`src/hw/level_duration_regs.svh`:
```
// timing and field constants for the level duration measurement block
// assumes a 10 MHz system clock; included by its bare name
`ifndef LEVEL_DURATION_REGS_SVH
`define LEVEL_DURATION_REGS_SVH
`define CLOCK_PERIOD_NS 100
`define TICK_PERIOD_NS 2000
`define TICK_CYCLES (`TICK_PERIOD_NS / `CLOCK_PERIOD_NS)
`define SETUP_TIME_US 214
`define SETUP_CYCLES ((`SETUP_TIME_US * 1000) / `CLOCK_PERIOD_NS)
`define PIN_COUNT 16
`define RESULT_RESET 16'h0000
`define RESULT_ALREADY_OUT 16'h0001
`define RESULT_OVERFLOW 16'h0000
`define COUNT_MAX 16'hFFFF
`endif

```
`src/hw/level_duration_pkg.sv`:
```
// types shared by the level duration measurement block
// assumes nothing beyond the standard language
package level_duration_pkg;
   // one-hot measurement sequencer states
   typedef enum logic [3:0]
   {
      st_idle = 4'h1,
      st_setup = 4'h2,
      st_first = 4'h4,
      st_count = 4'h8
   } measure_state_t;
endpackage

```
`src/hw/tick_prescaler.sv`:
```
// prescaler producing a one-cycle tick every period cycles
// assumes it is restarted by the sequencer when counting begins
`timescale 1ns/1ps
module tick_prescaler
   import level_duration_pkg::*;
#(
   parameter int period = 20
)
(
   input wire logic clock,
   input wire logic rst_b,
   input wire logic restart,
   output logic tick
);
   localparam int cw = $clog2(period);
   typedef struct packed
   {
      logic [cw-1:0] count; // cycles since last tick
      logic tick;           // registered tick pulse
   } presc_state_t;
   presc_state_t state;
   presc_state_t next_state;

   // a period below two cannot give a single-cycle pulse
   if (period < 2)
   begin : g_bad_period
      $error("tick_prescaler period must be at least 2");
   end

   // next value: count up, wrap and pulse at period
   always_comb
   begin
      next_state = state;
      next_state.tick = 1'b0;
      if (restart)
      begin
         next_state.count = '0;
      end
      else if (state.count == cw'(period - 1))
      begin
         next_state.count = '0;
         next_state.tick = 1'b1;
      end
      else
      begin
         next_state.count = state.count + cw'(1);
      end
   end

   // register the state
   always_ff @(posedge clock or negedge rst_b)
   begin
      if (!rst_b)
      begin
         state <= '0;
      end
      else
      begin
         state <= next_state;
      end
   end

   assign tick = state.tick;
endmodule // tick_prescaler

```
`src/hw/level_duration_measure.sv`:
```
// level duration measurement: times how long a chosen pin holds a level
// assumes 10 MHz clock, pins asynchronous to it, one command at a time
`timescale 1ns/1ps
`include "level_duration_regs.svh"
module level_duration_measure
   import level_duration_pkg::*;
#(
   parameter int pins = `PIN_COUNT,
   parameter int setup_cycles = `SETUP_CYCLES,
   parameter int tick_cycles = `TICK_CYCLES
)
(
   input wire logic clock,
   input wire logic rst_b,
   input wire logic start,
   input wire logic [3:0] pin_select,
   input wire logic watch_level,
   input wire logic [15:0] pin_in,
   output logic [15:0] pin_dir_input,
   output logic busy,
   output logic done,
   output logic [15:0] duration_result
);
   // setup countdown width, wide enough to load setup_cycles itself
   localparam int sw = $clog2(setup_cycles + 1);
   // limitation: a level held past the last count reads 0; the shortest
   // real result is 1, so 0 means overflow, or no result yet since reset

   // whole state in one record; one comb block fills next_state,
   // one clocked block registers it, so no field has two drivers
   typedef struct packed
   {
      logic [15:0] sync1;        // first synchroniser stage
      logic [15:0] sync2;        // second synchroniser stage
      measure_state_t fsm;       // sequencer
      logic [3:0] sel;           // latched pin selector
      logic level;               // latched level argument
      logic [sw-1:0] setup_left; // setup countdown
      logic [15:0] count;        // duration counter
      logic [15:0] dir_input;    // per-pin input direction flags
      logic busy;                // measurement in progress
      logic done;                // result valid pulse
      logic [15:0] result;       // last result
   } meas_state_t;
   // power-up record: sequencer idle, every pin an input, result cleared
   localparam meas_state_t state_reset = '{
      fsm: st_idle,
      dir_input: 16'hFFFF,
      result: `RESULT_RESET,
      default: '0
   };
   meas_state_t state;
   meas_state_t next_state;
   logic tick;                   // 2 us tick from prescaler
   logic in_level;               // watched pin still at level

   // close a measurement: publish the value, pulse done, drop busy
   function automatic meas_state_t close_measure(input meas_state_t s, input logic [15:0] value);
      meas_state_t r;
      r = s;
      r.result = value;
      r.done = 1'b1;
      r.busy = 1'b0;
      r.fsm = st_idle;
      return r;
   endfunction

   // refuse parameter values the logic cannot serve
   if (pins != `PIN_COUNT)
   begin : g_bad_pins
      $error("level_duration_measure serves sixteen pins only");
   end
   if (setup_cycles < 1)
   begin : g_bad_setup
      $error("level_duration_measure needs at least one setup cycle");
   end
   if (tick_cycles < 2)
   begin : g_bad_tick
      $error("level_duration_measure needs a tick of two cycles or more");
   end

   // tick restarts on entering timing so the first cycle is whole
   // restart is held through idle and setup
   tick_prescaler #(
      .period(tick_cycles)
   ) u_tick (
      .clock(clock),
      .rst_b(rst_b),
      .restart(state.fsm != st_first && state.fsm != st_count),
      .tick(tick)
   );

   // compare only the second synchroniser stage
   // the first stage may still be settling from a metastable sample
   assign in_level = (state.sync2[state.sel] == state.level);

   // one measurement, edge by edge:
   // - the edge that takes start latches pin, level and raises busy
   // - setup_cycles edges of setup pass before any tick is counted
   // - the prescaler leaves restart as timing begins, so ticks are whole
   // - the pin is judged through two flops, two cycles after it moves;
   //   a change inside that lag is seen at the following tick
   // - a start while busy is dropped with no indication
   // - the result and the done pulse leave on the same edge busy falls
   // next state of the sequencer and counter
   always_comb
   begin
      next_state = state;
      next_state.sync1 = pin_in;
      next_state.sync2 = state.sync1;
      next_state.done = 1'b0;
      unique case (state.fsm)
         st_idle:
         begin
            // new command only accepted when idle
            if (start)
            begin
               next_state.sel = pin_select;
               next_state.level = watch_level;
               next_state.dir_input[pin_select] = 1'b1;
               next_state.setup_left = sw'(setup_cycles);
               // busy rises on the edge that takes start
               next_state.busy = 1'b1;
               next_state.fsm = st_setup;
            end
         end
         st_setup:
         begin
            // setup latency, excluded from the count
            // the prescaler is held in restart throughout
            if (state.setup_left == sw'(1))
            begin
               next_state.count = 16'h0000;
               next_state.fsm = st_first;
            end
            else
            begin
               next_state.setup_left = state.setup_left - sw'(1);
            end
         end
         st_first:
         begin
            // first timing cycle detects an already changed pin
            if (tick)
            begin
               if (!in_level)
               begin
                  // off level at the first tick: it took one tick to see
                  next_state = close_measure(next_state, `RESULT_ALREADY_OUT);
               end
               else
               begin
                  // still at level: first whole tick counted
                  next_state.count = 16'h0001;
                  next_state.fsm = st_count;
               end
            end
         end
         st_count:
         begin
            // count whole ticks until the level is left or the count overflows
            if (tick)
            begin
               if (!in_level)
               begin
                  // level left: whole ticks spent at level
                  next_state = close_measure(next_state, state.count);
               end
               else if (state.count == `COUNT_MAX)
               begin
                  // held past the last count
                  next_state = close_measure(next_state, `RESULT_OVERFLOW);
               end
               else
               begin
                  // still at level: one more whole tick
                  next_state.count = state.count + 16'h0001;
               end
            end
         end
         default:
         begin
            // illegal code: recover to idle
            next_state.fsm = st_idle;
            next_state.busy = 1'b0;
         end
      endcase
   end

   // register the state; pins power up as inputs
   // reset loads only constants, so release timing cannot matter
   always_ff @(posedge clock or negedge rst_b)
   begin
      if (!rst_b)
      begin
         // pins come up as inputs; the block never drives a pin out
         state <= state_reset;
      end
      else
      begin
         // normal update from the comb block
         state <= next_state;
      end
   end

   // every output straight from the state record
   assign pin_dir_input = state.dir_input;
   assign busy = state.busy;
   assign done = state.done;
   assign duration_result = state.result;
endmodule // level_duration_measure

```
`config.mk`:
```
export PLATFORM = sky130hd
export DESIGN_NAME = level_duration_measure
export DESIGN_NICKNAME = d
export VERILOG_FILES = /design/src/hw/level_duration_pkg.sv /design/src/hw/tick_prescaler.sv /design/src/hw/level_duration_measure.sv
export VERILOG_INCLUDE_DIRS = /design/src /design/src/hw
export SDC_FILE = /design/constraint.sdc
export NUM_CORES = 1
export LEC_CHECK = 0
export ABC_AREA = 1
export ABC_CLOCK_PERIOD_IN_PS = 1900
export BUFFER_PORTS_ARGS = -buffer_cell sky130_fd_sc_hd__buf_2
export CAP_MARGIN = 30
export CORE_UTILIZATION = 40
export CTS_CLUSTER_SIZE = 12
export DETAILED_ROUTE_END_ITERATION = 6
export GPL_TIMING_DRIVEN = 0
export PLACE_DENSITY = 0.6
export SLEW_MARGIN = 5
export SYNTH_ARGS = -nofsm -noshare
export SYNTH_HDL_FRONTEND = slang
export SYNTH_HIERARCHICAL = 1
export SYNTH_SLANG_ARGS = --single-unit
```
`constraint.sdc`:
```
create_clock -name clock -period 1.9 [get_ports clock]
set_input_delay 0.095 -clock clock [delete_from_list [all_inputs] [get_ports clock]]
set_output_delay 0.095 -clock clock [all_outputs]
set_load 0.01 [all_outputs]
```
**Word-level counts from Yosys, hierarchy flattened**

Cells that the tools add are included.

- Bits in registers: 109
- Input port bits: 24
- Output and inout port bits: 34
- Word-level logic and storage cells: 83

- $add $sub $neg: 3
- Magnitude comparators: 3
- Equality and inequality tests: 20
- Mux-type cells: 29
- Bitwise logic cells: 4
- Reductions and logical operators: 11

Operators with widths:

| operator | count |
|---|---|
| $mux W71 | 3 |
| $pmux W16 S3 | 2 |
| $mux W16 | 3 |
| $pmux W12 S4 | 1 |
| $mux W21 | 2 |
| $mux W18 | 2 |
| $pmux W17 S2 | 1 |
| $mux W17 | 1 |
| $add A16 B1 Y16 const B | 1 |
| $eq A16 B16 Y1 const B | 1 |
| $or A16 B16 Y16 | 1 |
| $pmux W4 S4 | 1 |
| $pmux W5 S3 | 1 |
| $reduce_and A5 Y1 | 3 |
| $ne A2 B2 Y1 const B | 7 |
| $eq A12 B1 Y1 const B | 1 |
| $mux W12 | 1 |
| $sub A12 B1 Y12 const B | 1 |
| $lt A4 B5 Y1 const B | 2 |
| $mux W5 | 2 |
| $mux W4 | 2 |
| $reduce_and A7 Y1 | 1 |
| $reduce_and A6 Y1 | 1 |
| $add A5 B1 Y5 const B | 1 |
| 20 further kinds | 28 |

**Depth between registers and ports, before layout**

Gate-level depths: netlist of the first run.

- Depth in word-level cells: 7
- Gate-level depth with buffers: 15
- Depth with buffers taken out: 13

**Hierarchy**

Netlist of the first run, hierarchy kept.

Modules (own cells, without submodules):

| module | instances | cells each | area an instance (um2) | sequential area each (um2) |
|---|---|---|---|---|
| level_duration_measure | 1 | 517 | 4740.8 | 2598.7 |
| tick_prescaler | 1 | 31 | 270.3 | 150.1 |

**Worst setup path before layout of the first run**

OpenSTA, ideal clock, no wires.

- Path type: register to register
- Start point: register state[34] in the netlist's numbering
- End point: register state, in the netlist duration_result[10]
- Library setup time: 0.116 ns
- Data arrival time: 1.553 ns
- Data required time: 1.784 ns
- Setup slack: 0.230 ns
- Cell stages (with the launch flop): 12
- Buffers on the path: 1
- Clock period less this slack: 1.670 ns
- Cell sequence: dfrtp_1 > ha_1 > nand3_2 > nor2_4 > nand2_1 > nor2_2 > nand3_1 > nand3_2 > nand3_4 > buf_6 > nand2_1 > nand2_1

- Longest elaborated chain between the ends: 3

Ends and longest elaborated chain:

| element | RTL line | source |
|---|---|---|
| start: declaration | level_duration_measure.sv:52 | `meas_state_t state;` |
| start signal: assignment | level_duration_measure.sv:197 | `state <= state_reset;` |
| start signal: assignment | level_duration_measure.sv:202 | `state <= next_state;` |
| $eq A16 B16 Y1 (no line) | n/a |  |
| $ne A3 B3 Y1 (no line) | n/a |  |
| $reduce_and A5 Y1 (no line) | n/a |  |

Every way passes these cells.
A chain may end at the register's enable or synchronous reset.

**Final worst setup path of the first run**

- Start point: register state[35] in the netlist's numbering
- End point: register state[38] in the netlist's numbering

- Longest elaborated chain between the ends: 5
- Elaborated cells between the ends (all ways): 8
- Classes of those cells: 1 x add/sub; 2 x eq/ne; 4 x mux; 1 x reduce/logical

Ends and longest elaborated chain:

| element | RTL line | source |
|---|---|---|
| $add A16 B1 Y16 | level_duration_measure.sv:177 | `next_state.count = state.count + 16'h0001;` |
| $mux W16 | level_duration_measure.sv:169 | `` else if (state.count == `COUNT_MAX) `` |
| $mux W71 | level_duration_measure.sv:164 | `if (!in_level)` |
| $mux W71 | level_duration_measure.sv:162 | `if (tick)` |
| $pmux W16 S3 | level_duration_measure.sv:112 | `unique case (state.fsm)` |

Several ways; a longest one is shown, not always the timed one. The select of a mux whose other input is x is not followed.

==> results.txt, run 1 <==
----------------------------------------------------
[Status]
  Outcome ... finished, final reports clean

[Placed design]
  Number of buffers added on ports ... 57
  Placement-stage cell area ... 5537 sq um
  Cells after DPL ... 774
  Final RePlAce weighted congestion ... 0.8318
  DPL Wire Length ... 6818 um

[Power and ir drop]
  LEAKAGE ... 3.153 nW
  Power density normalized to cell area ... 1129 nW/um^2
  PnR Total Power ... 0.007249 W
  Worst ir drop on vdd ... 831.9 uV

[Timing]
  Setup skew after layout ... 7.714 ps
  Number of max-slew violations in the final report ... 0
  Pin slew with the least headroom to its limit ... 541.5 ps
  Fin crit period ... 1883 ps
  Relative max-transition margin ... 63.90%
  F_max ... 531.0 MHz
  Post-route clock period utilization ... 99.12%
  Unrepaired setup endpoints after global routing ... yes
  Setup violators final ... 0
  Number of hold-slack violations in the final timing report ... 0

[Synthesis]
  Synthesized area ... 5011 sq um
  Post-synth EDFFs ... 0
  Post-synth ARST share ... 100.0%
  Synthesized area divided by synthesized cell count ... 9.144 sq um
  Sequential share of the synthesized area ... 54.86%
  Synthesized netlist cell count ... 548
  Synth warn ... 6
  Most frequently used flop master after synthesis ... sky130_fd_sc_hd__dfrtp_1
  Unique cell type count in the Yosys netlist ... 38
  Synth Net Count ... 576
  Post-synthesis register bit count ... 109

[Global routing]
  Wire length of the first global-routing pass ... 16660 um
  Met1 Usage GRT ... 21.03%
  Gr ovfl total ... 0
  Met2 usage in global routing ... 26.34%
  Largest net degree at the start of global routing ... 69
  Via count of the first global-routing pass ... 3624
  Antenna violations before repair ... 0
  Global-route usage over all layers ... 16.33%
  Grt met3 use ... 4.676%
  Global route hottest layer ... met2

[Cells and area]
  Final Non-Filler Cells ... 834
  Ratio of cells with drive above 1 in the final layout ... 32.13%
  Filler cell count ... 1152
  Fin nets ... 689
  Seq. cell area ... 2754 sq um
  Multi-input combinational cell area ... 1901 sq um
  Total inserted antenna cells ... 0
  Cell area after layout ... 6422 sq um
  Layout overhead on the synthesized area ... 28.16%

[Critical path]
  Crit path from ... state[35]
  CP arrival ... 2180 ps
  RR Startpoint ... state[35]
  Critical path startpoint category ... register
  Critical setup path kind ... reg2reg
  Maximum fanout count along the critical path ... 7
  Setup slack of the most critical reg-to-reg path ... 20 ps
  Worst Setup End Kind ... register
  Endpoint of the lowest-slack register-to-register path ... state[38]
  Reg2Reg Depth ... 12
  Req. time, crit path ... 2200 ps

[Routing]
  Residual DRC count ... 0
  Per-cell via count in the routed design ... 4.680
  Count of TritonRoute iterations in the first routing pass ... 4
  Post-DRT Antenna Nets ... 0
  Number of vias after detailed routing ... 3903
  Aggregate routed wire length ... 10210 um
  Drt initial violations ... 220
  Routed length per instance ... 12.24 um

[Clock network]
  Deepest level of the CTS H-tree ... 3
  Clock insertion delay at the later pin of the skew report ... 360 ps
  CTS tree ... yes
  Worst-path clk slew ... 70 ps
  Maximum buffer depth of the clock tree ... 2
  Number of buffers inserted during clock tree synthesis ... 9
  Clock Sinks ... 109
  Root buf cell ... sky130_fd_sc_hd__clkbuf_16

[Die]
  Width of the die ... 113.9 um
  Standard cell core area ... 12110 sq um
  I/O pin total ... 58
  Die ar. ... 12980 sq um
  Effective utilization at floorplan ... 41.37%
  Die height ... 113.9 um
  Rows ... 40

[Worst hold path]
  Hold path start ... pin_select[3]
  Cell count of the worst hold path ... 3
  Worst hold endpoint ... state[66]
  Worst hold-check path type ... in2reg

[Job]
  Number of max-cap violations ... 0

----------------------------------------------------
[state kept, by name, indices dropped and copies added (netlist names)]
signal,cells
state,69
u_tick/tick,1
duration_result,16
done,1
busy,1
pin_dir_input,16
u_tick/state,5
[cell usage in the layout, fill, tap and decap left out, types with 4 or more instances in the layout]
master                          count
sky130_fd_sc_hd__buf_6              7
sky130_fd_sc_hd__nand3_4            6
sky130_fd_sc_hd__buf_2             58
sky130_fd_sc_hd__dfstp_2           17
sky130_fd_sc_hd__nor3_1             7
sky130_fd_sc_hd__clkbuf_16          9
sky130_fd_sc_hd__nand4_1           15
sky130_fd_sc_hd__nand2_4            4
sky130_fd_sc_hd__inv_1             55
sky130_fd_sc_hd__dfrtp_2            4
sky130_fd_sc_hd__buf_4             54
sky130_fd_sc_hd__dlygate4sd3_1     18
sky130_fd_sc_hd__nor2_1            35
sky130_fd_sc_hd__xnor2_1            4
sky130_fd_sc_hd__o21ai_1           10
sky130_fd_sc_hd__nor2_4             5
sky130_fd_sc_hd__o21ai_0           13
sky130_fd_sc_hd__o21bai_1          16
sky130_fd_sc_hd__nor2_2             5
sky130_fd_sc_hd__nand3_2            9
sky130_fd_sc_hd__inv_8              5
sky130_fd_sc_hd__xor2_1            11
sky130_fd_sc_hd__nand2_2           10
sky130_fd_sc_hd__dfrtp_1           88
sky130_fd_sc_hd__nand3_1           26
sky130_fd_sc_hd__nand2_1          137
[Yosys cell counts, drive strengths merged, types with 9 or more instances]
cell type / instances / area [sq um]
inv: 60 / 230.2
nand4: 15 / 93.84
nand2: 152 / 588.1
xor2: 11 / 96.34
o21bai: 16 / 120.1
dfrtp: 92 / 2302
buf: 39 / 300.3
dfstp: 17 / 446.7
nor2: 45 / 208.9
nand3: 41 / 227.7
nor3: 9 / 55.05
o21ai: 25 / 140.1
[power by group]
| part | switching (W) | internal (W) |
|---|---|---|
| Clock | 0.000912 | 0.000938 |
| Sequential | 0.000230 | 0.00278 |
| Combinational | 0.00131 | 0.00108 |
| Total | 0.00245 | 0.00480 |
[through the flow]
stage | util [%] | hold WS (ps) | setup WS (ps) | TNS (ps)
2_1_floorplan | - | -200.6 | 230.3 | 0
3_3_place_gp | 45.46 | 202.4 | -446.5 | -41180
6_report | 53.03 | 14.47 | 16.76 | 0
4_1_cts | 49.93 | 8.087 | 12.75 | 0
3_5_place_dp | 45.71 | 117.8 | -98.19 | -837.4
5_1_grt | 53.03 | 25.86 | -101.9 | -1962
[layout make-up]
cell class | instances | share of cell area [%]
flip-flops and latches | 109 | 42.88
repair buffers | 102 | 11.09
well taps | 168 | 3.273
inverters | 60 | 3.682
clock buffers | 9 | 3.507
multi-input cells | 338 | 29.59
clock inverters | 7 | 1.110
plain buffers | 41 | 4.870
[how the worst max path moves through the flow]
stage | to | depth (start not counted)
global placement | state[51] | 1
CTS | duration_result[9] | 11
detailed placement | state[61] | 9
finish | state[38] | 12
global route | state[34] | 13
floorplan | duration_result[10] | 11
[logic make-up (layout without fill, tap and decap cells)]
| group | count (synthesis) | count (layout) | share of synthesized area, % |
|---|---|---|---|
| buf+inv | 101 | 219 | 10.74 |
| simple gates | 269 | 269 | 24.47 |
| xor+xnor | 15 | 15 | 2.622 |
| flops | 109 | 109 | 54.86 |
| compound gates | 50 | 50 | 6.317 |
| fa+ha+maj | 4 | 4 | 0.9988 |
[critical path: stages (launching register included)]
cell,delay (ps)
sky130_fd_sc_hd__dfrtp_1,400
sky130_fd_sc_hd__ha_4,170
sky130_fd_sc_hd__nand3_4,90
sky130_fd_sc_hd__nor2_4,190
sky130_fd_sc_hd__nand3_2,100
sky130_fd_sc_hd__nor3_2,210
sky130_fd_sc_hd__nand2_1,90
sky130_fd_sc_hd__nand2_1,80
sky130_fd_sc_hd__nor2_2,50
sky130_fd_sc_hd__o21ai_4,120
sky130_fd_sc_hd__buf_4,210
sky130_fd_sc_hd__nand2_1,50
sky130_fd_sc_hd__nand2_1,60
[what timing repair did]
action,in CTS,in global routing
hold buffers,18,0
buffers inserted,4,18
hold endpoints to repair,49,0
gates cloned,0,4
resized for setup,1,53
endpoints found under the setup margin,27,31
pin swaps,1,19
[routing by layer]
layer / wire [um] / share of wire (%) / vias up
met2: 4994 / 49 / 69
met5: 0 / 0 / -
li1: - / - / 1942
met4: 191 / 1.9 / 0
met3: 369 / 3.6 / 16
met1: 4654 / 46 / 1876
Power figures use the tool's default switching activity.
==> run 2, diff against run 1 <==
--- a/config.mk
+++ b/config.mk
@@ -6,14 +6,14 @@
 export SDC_FILE = /design/constraint.sdc
 export NUM_CORES = 1
 export LEC_CHECK = 0
-export ABC_AREA = 1
 export ABC_CLOCK_PERIOD_IN_PS = 1900
 export BUFFER_PORTS_ARGS = -buffer_cell sky130_fd_sc_hd__buf_2
 export CAP_MARGIN = 30
 export CORE_UTILIZATION = 40
-export CTS_CLUSTER_SIZE = 12
+export CTS_CLUSTER_SIZE = 28
 export DETAILED_ROUTE_END_ITERATION = 6
 export GPL_TIMING_DRIVEN = 0
+export HOLD_SLACK_MARGIN = 0.15
 export PLACE_DENSITY = 0.6
 export SLEW_MARGIN = 5
 export SYNTH_ARGS = -nofsm -noshare
==> results.txt, run 2 <==
----------------------------------------------------
[Die]
  Standard cell core area ... 11610 sq um
  Die ar. ... 12550 sq um
  Rows ... 39
  I/O pin total ... 58
  Die height ... 112.0 um
  Width of the die ... 112.0 um
  Effective utilization at floorplan ... 41.69%

[Cells and area]
  Total inserted antenna cells ... 0
  Final Core Density ... 56.67%
  Commonest cells after routing, fill and taps aside ... sky130_fd_sc_hd__dfrtp_1, sky130_fd_sc_hd__buf_4, sky130_fd_sc_hd__buf_2
  Ratio of cells with drive above 1 in the final layout ... 40.90%
  Fin nets ... 600
  Flip-flop count of the largest register after layout ... 69
  Cell area after layout ... 6581 sq um
  Multi-input combinational cell area ... 1929 sq um
  Leading cell type in the layout, fill and taps excluded ... sky130_fd_sc_hd__dfrtp_1
  Layout overhead on the synthesized area ... 35.92%
  Filler cell count ... 982
  Largest reg by FF count ... state
  Seq. cell area ... 2753 sq um

[Synthesis]
  Synth Net Count ... 467
  Most area-consuming cells after synthesis ... sky130_fd_sc_hd__dfrtp_1, sky130_fd_sc_hd__dfstp_2, sky130_fd_sc_hd__buf_4
  Top-count cell post-synth ... sky130_fd_sc_hd__dfrtp_1
  Most frequently used flop master after synthesis ... sky130_fd_sc_hd__dfrtp_1
  Synthesized netlist cell count ... 439
  Largest area contributor in the netlist ... sky130_fd_sc_hd__dfrtp_1
  Yosys top cell area share ... 47.55%
  Post-synth ARST share ... 100.0%
  Synthesized area ... 4842 sq um
  Sequential share of the synthesized area ... 56.77%
  Unique cell type count in the Yosys netlist ... 54
  Post-synth EDFFs ... 0
  Synthesized area divided by synthesized cell count ... 11.03 sq um
  Most used standard cells in the synthesized netlist ... sky130_fd_sc_hd__dfrtp_1, sky130_fd_sc_hd__nand2_1, sky130_fd_sc_hd__buf_4, sky130_fd_sc_hd__inv_1, sky130_fd_sc_hd__nor2_1
  Post-synthesis register bit count ... 109
  Synth warn ... 6

[Timing]
  Unrepaired setup endpoints after global routing ... yes
  F_max ... 439.3 MHz
  Fin crit period ... 2276 ps
  Pin slew with the least headroom to its limit ... 555.8 ps
  Setup violators final ... 47
  Number of max-slew violations in the final report ... 0
  Relative max-transition margin ... 62.95%
  Post-route clock period utilization ... 119.8%
  Worst setup slack after layout ... -376.2 ps
  Number of hold-slack violations in the final timing report ... 0
  Setup skew after layout ... 10.84 ps

[Critical path]
  Critical path startpoint category ... register
  Req. time, crit path ... 2140 ps
  Maximum fanout count along the critical path ... 5
  CP arrival ... 2520 ps
  Worst Setup End Kind ... register
  Critical setup path kind ... reg2reg

[Worst hold path]
  Worst hold-check path type ... in2async

[Clock network]
  CTS tree ... yes
  Clock insertion delay at the later pin of the skew report ... 360 ps
  Root buf cell ... sky130_fd_sc_hd__clkbuf_16
  Worst-path clk slew ... 80 ps
  Maximum buffer depth of the clock tree ... 2
  Number of buffers inserted during clock tree synthesis ... 9
  Deepest level of the CTS H-tree ... 3
  Clock Sinks ... 109

[Placed design]
  Number of buffers added on ports ... 57
  Final RePlAce weighted congestion ... 0.7798
  Placement-stage cell area ... 5400 sq um
  DPL Wire Length ... 6221 um

[Global routing]
  Gr ovfl total ... 0
  Wire length of the first global-routing pass ... 16970 um
  Antenna violations before repair ... 0
  Global-route usage over all layers ... 17.30%
  Largest net degree at the start of global routing ... 69
  Via count of the first global-routing pass ... 3605

[Power and ir drop]
  Power density normalized to cell area ... 1166 nW/um^2
  Worst ir drop on vdd ... 929.2 uV
  LEAKAGE ... 2.961 nW

[Routing]
  Routed length per instance ... 14.15 um
  Count of TritonRoute iterations in the first routing pass ... 6
  Drt initial violations ... 193
  Aggregate routed wire length ... 10190 um
  Per-cell via count in the routed design ... 5.024
  Post-DRT Antenna Nets ... 0
  Residual DRC count ... 4
  Number of vias after detailed routing ... 3617

[Status]
  Failing checks ... design-rule violations, negative setup slack
  Outcome ... finished, violations left

[Job]
  Number of max-cap violations ... 0

----------------------------------------------------
-- run 2: cell types whose count changed after synthesis, sizes merged, moves of 6 or more --
cell / change
a31oi: +19
and3: +8
clkbuf: +8
inv: -29
mux2i: +10
nand2: -115
nand3: -22
nand3b: +11
nand4: -8
nor2: -23
o21ai: -16
o2bb2ai: +15
xor2: -6
-- run 2: logic make-up after synthesis --
kind of cell	count (synthesis)	synth area share [%]
XOR/XNOR	14	2.687
adder cells (fa/ha/maj)	4	1.034
AND/OR/NAND/NOR	142	15.66
buffers and inverters	81	9.199
AO/OA/AOI/OAI	78	12.27
flip-flops	109	56.77
multiplexers	11	2.377
-- run 2: what timing repair did --
item                       4_1_cts  5_1_grt
setup endpoints to repair       65       52
hold buffers                    23        0
cloned                           3        1
resized for setup               47       31
buffers inserted                31       12
pin swaps                       20       20
hold endpoints to repair        78        0
-- run 2: final cells by class --
class | instances | share of cell area (%)
Multi-Input combinational cell | 249 | 29.32
Clock buffer | 9 | 3.422
Timing Repair Buffer | 125 | 13.95
Sequential cell | 109 | 41.83
Clock inverter | 7 | 1.483
Tap cell | 143 | 2.719
Buffer | 47 | 5.513
Inverter | 31 | 1.768
-- run 2: report_power, final --
group | total [W] | leakage, nW | internal (W) | switching (W)
Clock | 0.00200 | 0.159 | 0.00107 | 0.000933
Combinational | 0.00269 | 1.45 | 0.00144 | 0.00125
Sequential | 0.00298 | 1.35 | 0.00273 | 0.000250
-- run 2: stage by stage --
stage                     hold WS [ps]  setup WS, ps  std cells  TNS [ps]  power, W
after floorplan                 -200.6        -332.2        439     -4465  0.004257
after detailed placement         125.8        -582.2        640    -22310  0.004821
after CTS                        282.8        -378.7        710    -10690  0.007588
final                            263.5        -376.2        720    -10760  0.007676
after global placement           202.4        -531.5        639    -61830  0.004786
after global routing             309.2        -439.6        720    -15350  0.008092
-- run 2: path summary, 6_finish.rpt --
path	from	endpoint	slack [ps]	cells past startpoint
min reg2reg	state[96]	state[80]	350	0
max reg2reg	state[57]	state[42]	-380	8
min	rst_b	done	260	2
min in group clock	state[96]	state[80]	350	0
max	state[57]	state[42]	-380	8
max in group asynchronous	rst_b	pin_dir_input[0]	880	3
-- run 2: layer usage --
layer  GRT usage (%)  vias to the layer above  share of wire (%)
met1           21.00                     1765                 44
met4           8.089                        0                1.9
met5               0                        -                  0
li1                -                     1772                  -
met3           3.780                       13                3.1
met2           29.48                       67                 51
-- run 2: worst max-delay path, cell delays in order, from the launching register on --
cell,delay (ps)
sky130_fd_sc_hd__dfrtp_1,390
sky130_fd_sc_hd__or4_1,540
sky130_fd_sc_hd__buf_6,150
sky130_fd_sc_hd__o31ai_4,320
sky130_fd_sc_hd__o211ai_2,150
sky130_fd_sc_hd__a31oi_4,190
sky130_fd_sc_hd__buf_4,170
sky130_fd_sc_hd__clkbuf_4,170
sky130_fd_sc_hd__a31oi_1,90
==> run 3, diff against run 2 <==
--- a/config.mk
+++ b/config.mk
@@ -10,11 +10,13 @@
 export BUFFER_PORTS_ARGS = -buffer_cell sky130_fd_sc_hd__buf_2
 export CAP_MARGIN = 30
 export CORE_UTILIZATION = 40
+export CTS_CLUSTER_DIAMETER = 80
 export CTS_CLUSTER_SIZE = 28
 export DETAILED_ROUTE_END_ITERATION = 6
 export GPL_TIMING_DRIVEN = 0
 export HOLD_SLACK_MARGIN = 0.15
 export PLACE_DENSITY = 0.6
+export REMOVE_ABC_BUFFERS = 1
 export SLEW_MARGIN = 5
 export SYNTH_ARGS = -nofsm -noshare
 export SYNTH_HDL_FRONTEND = slang
==> results.txt, run 3 (synthesis results as in run 2) <==
----------------------------------------------------
[Routing]
  Count of TritonRoute iterations in the first routing pass ... 6
  Per-cell via count in the routed design ... 5.165
  Drt initial violations ... 157
  Post-DRT Antenna Nets ... 0
  Routed length per instance ... 14.42 um
  Residual DRC count ... 3
  Aggregate routed wire length ... 9702 um
  Number of vias after detailed routing ... 3476

[Timing]
  Setup skew after layout ... 9.237 ps
  Unrepaired setup endpoints after global routing ... yes
  Setup violators final ... 46
  Tightest hold margin ... 278.9 ps
  Number of max-slew violations in the final report ... 0
  Relative max-transition margin ... 62.10%
  Worst setup slack after layout ... -320.2 ps
  Post-route clock period utilization ... 116.9%
  Pin slew with the least headroom to its limit ... 568.6 ps
  F_max ... 450.4 MHz
  Fin crit period ... 2220 ps
  Number of hold-slack violations in the final timing report ... 0

[Critical path]
  Req. time, crit path ... 2140 ps
  Crit path from ... state[51]
  Worst Setup End Kind ... register
  Critical path startpoint category ... register
  Largest stage delay on the critical path ... 480 ps
  Endpoint of the lowest-slack register-to-register path ... state[35]
  Cell class contributing the biggest share of worst-path delay ... compound AO/OA/AOI/OAI gates
  Maximum fanout count along the critical path ... 4
  CP arrival ... 2460 ps
  Crit path buffers/inverters ... 1
  Critical setup path kind ... reg2reg
  Cell breakdown of the critical path ... inv_2 -> ha_4 -> or4b_4 -> o31ai_4 -> o211ai_2 -> a31oi_4 -> mux2_4
  RR Startpoint ... state[51]
  Worst-path cell with the longest stage delay ... sky130_fd_sc_hd__or4b_4
  Reg2Reg Depth ... 7
  Setup slack of the most critical reg-to-reg path ... -320 ps

[Worst hold path]
  Worst hold-check path type ... in2async

[Die]
  I/O pin total ... 58
  Rows ... 39
  Effective utilization at floorplan ... 41.69%
  Die height ... 112.0 um
  Die ar. ... 12550 sq um
  Standard cell core area ... 11610 sq um
  Width of the die ... 112.0 um

[Cells and area]
  Flip-flop count of the largest register after layout ... 69
  Largest reg by FF count ... state
  Commonest cells after routing, fill and taps aside ... sky130_fd_sc_hd__dfrtp_1, sky130_fd_sc_hd__buf_2, sky130_fd_sc_hd__nand2_1, sky130_fd_sc_hd__buf_4, sky130_fd_sc_hd__inv_1
  Leading cell type in the layout, fill and taps excluded ... sky130_fd_sc_hd__dfrtp_1
  Cell area after layout ... 6324 sq um
  Total inserted antenna cells ... 0
  Final Non-Filler Cells ... 673
  Filler cell count ... 991
  Multi-input combinational cell area ... 2019 sq um
  Fin nets ... 553
  Layout overhead on the synthesized area ... 30.59%
  Ratio of cells with drive above 1 in the final layout ... 37.92%
  Seq. cell area ... 2758 sq um

[Status]
  Failing checks ... design-rule violations, negative setup slack
  Outcome ... finished, violations left

[Power and ir drop]
  LEAKAGE ... 2.758 nW
  Power density normalized to cell area ... 1169 nW/um^2
  Worst ir drop on vdd ... 771.4 uV
  PnR Total Power ... 0.007394 W

[Global routing]
  Largest net degree at the start of global routing ... 68
  Antenna violations before repair ... 0
  Global-route usage over all layers ... 16.10%
  Via count of the first global-routing pass ... 3425
  Gr ovfl total ... 0
  Wire length of the first global-routing pass ... 16120 um

[Clock network]
  CTS tree ... yes
  Root buf cell ... sky130_fd_sc_hd__clkbuf_16
  Maximum buffer depth of the clock tree ... 2
  Number of buffers inserted during clock tree synthesis ... 9
  Clock insertion delay at the later pin of the skew report ... 350 ps
  Deepest level of the CTS H-tree ... 3
  Clock Sinks ... 109
  Worst-path clk slew ... 70 ps

[Placed design]
  Cells after DPL ... 592
  Placement-stage cell area ... 5026 sq um
  Final RePlAce weighted congestion ... 0.7807
  Number of buffers added on ports ... 57
  DPL Wire Length ... 5649 um

[Job]
  Number of max-cap violations ... 0

----------------------------------------------------
-- run 3: metrics by stage --
stage	setup TNS, ps	worst slack [ps]	util [%]
floorplan	-15180	-494.7	-
global placement	-80750	-1122	42.86
detailed placement	-31440	-776.0	43.28
CTS	-8607	-345.9	52.56
global route	-12750	-383.0	54.45
finish	-9265	-320.2	54.45
-- run 3: where the power goes --
group / leakage, nW / switching [W] / internal [W] / total [W]
registers: 1.34 / 0.000282 / 0.00274 / 0.00302
clock network: 0.157 / 0.000862 / 0.00117 / 0.00203
logic: 1.26 / 0.00113 / 0.00121 / 0.00234
-- run 3: per-layer routing --
metal | GRT usage, % | part of all wire [%]
met2 | 25.30 | 48
met4 | 8.089 | 2.3
met5 | 0 | 0
met1 | 21.14 | 46
met3 | 3.564 | 4.0
-- run 3: how the worst max path moves through the flow --
| stage | slack (ps) | cells after the start | to |
|---|---|---|---|
| floorplan | -490 | 7 | duration_result[10] |
| global route | -380 | 7 | state[35] |
| detailed placement | -780 | 5 | state[35] |
| finish | -320 | 7 | state[35] |
| CTS | -350 | 7 | state[35] |
| global placement | -1120 | 7 | duration_result[3] |
-- run 3: layout make-up --
type	instances	area share, %
multi-input cells	249	31.94
inverters	31	1.840
clock inverters	6	1.464
repair buffers	125	14.70
clock buffers	10	3.621
flip-flops and latches	109	43.61
well taps	143	2.829
-- run 3: repair_timing --
item,CTS,global route
buffers inserted,25,15
hold buffers,23,0
resized for setup,65,18
gates cloned,2,0
endpoints found under the hold margin,84,0
setup endpoints to repair,68,58
pin swaps,31,14
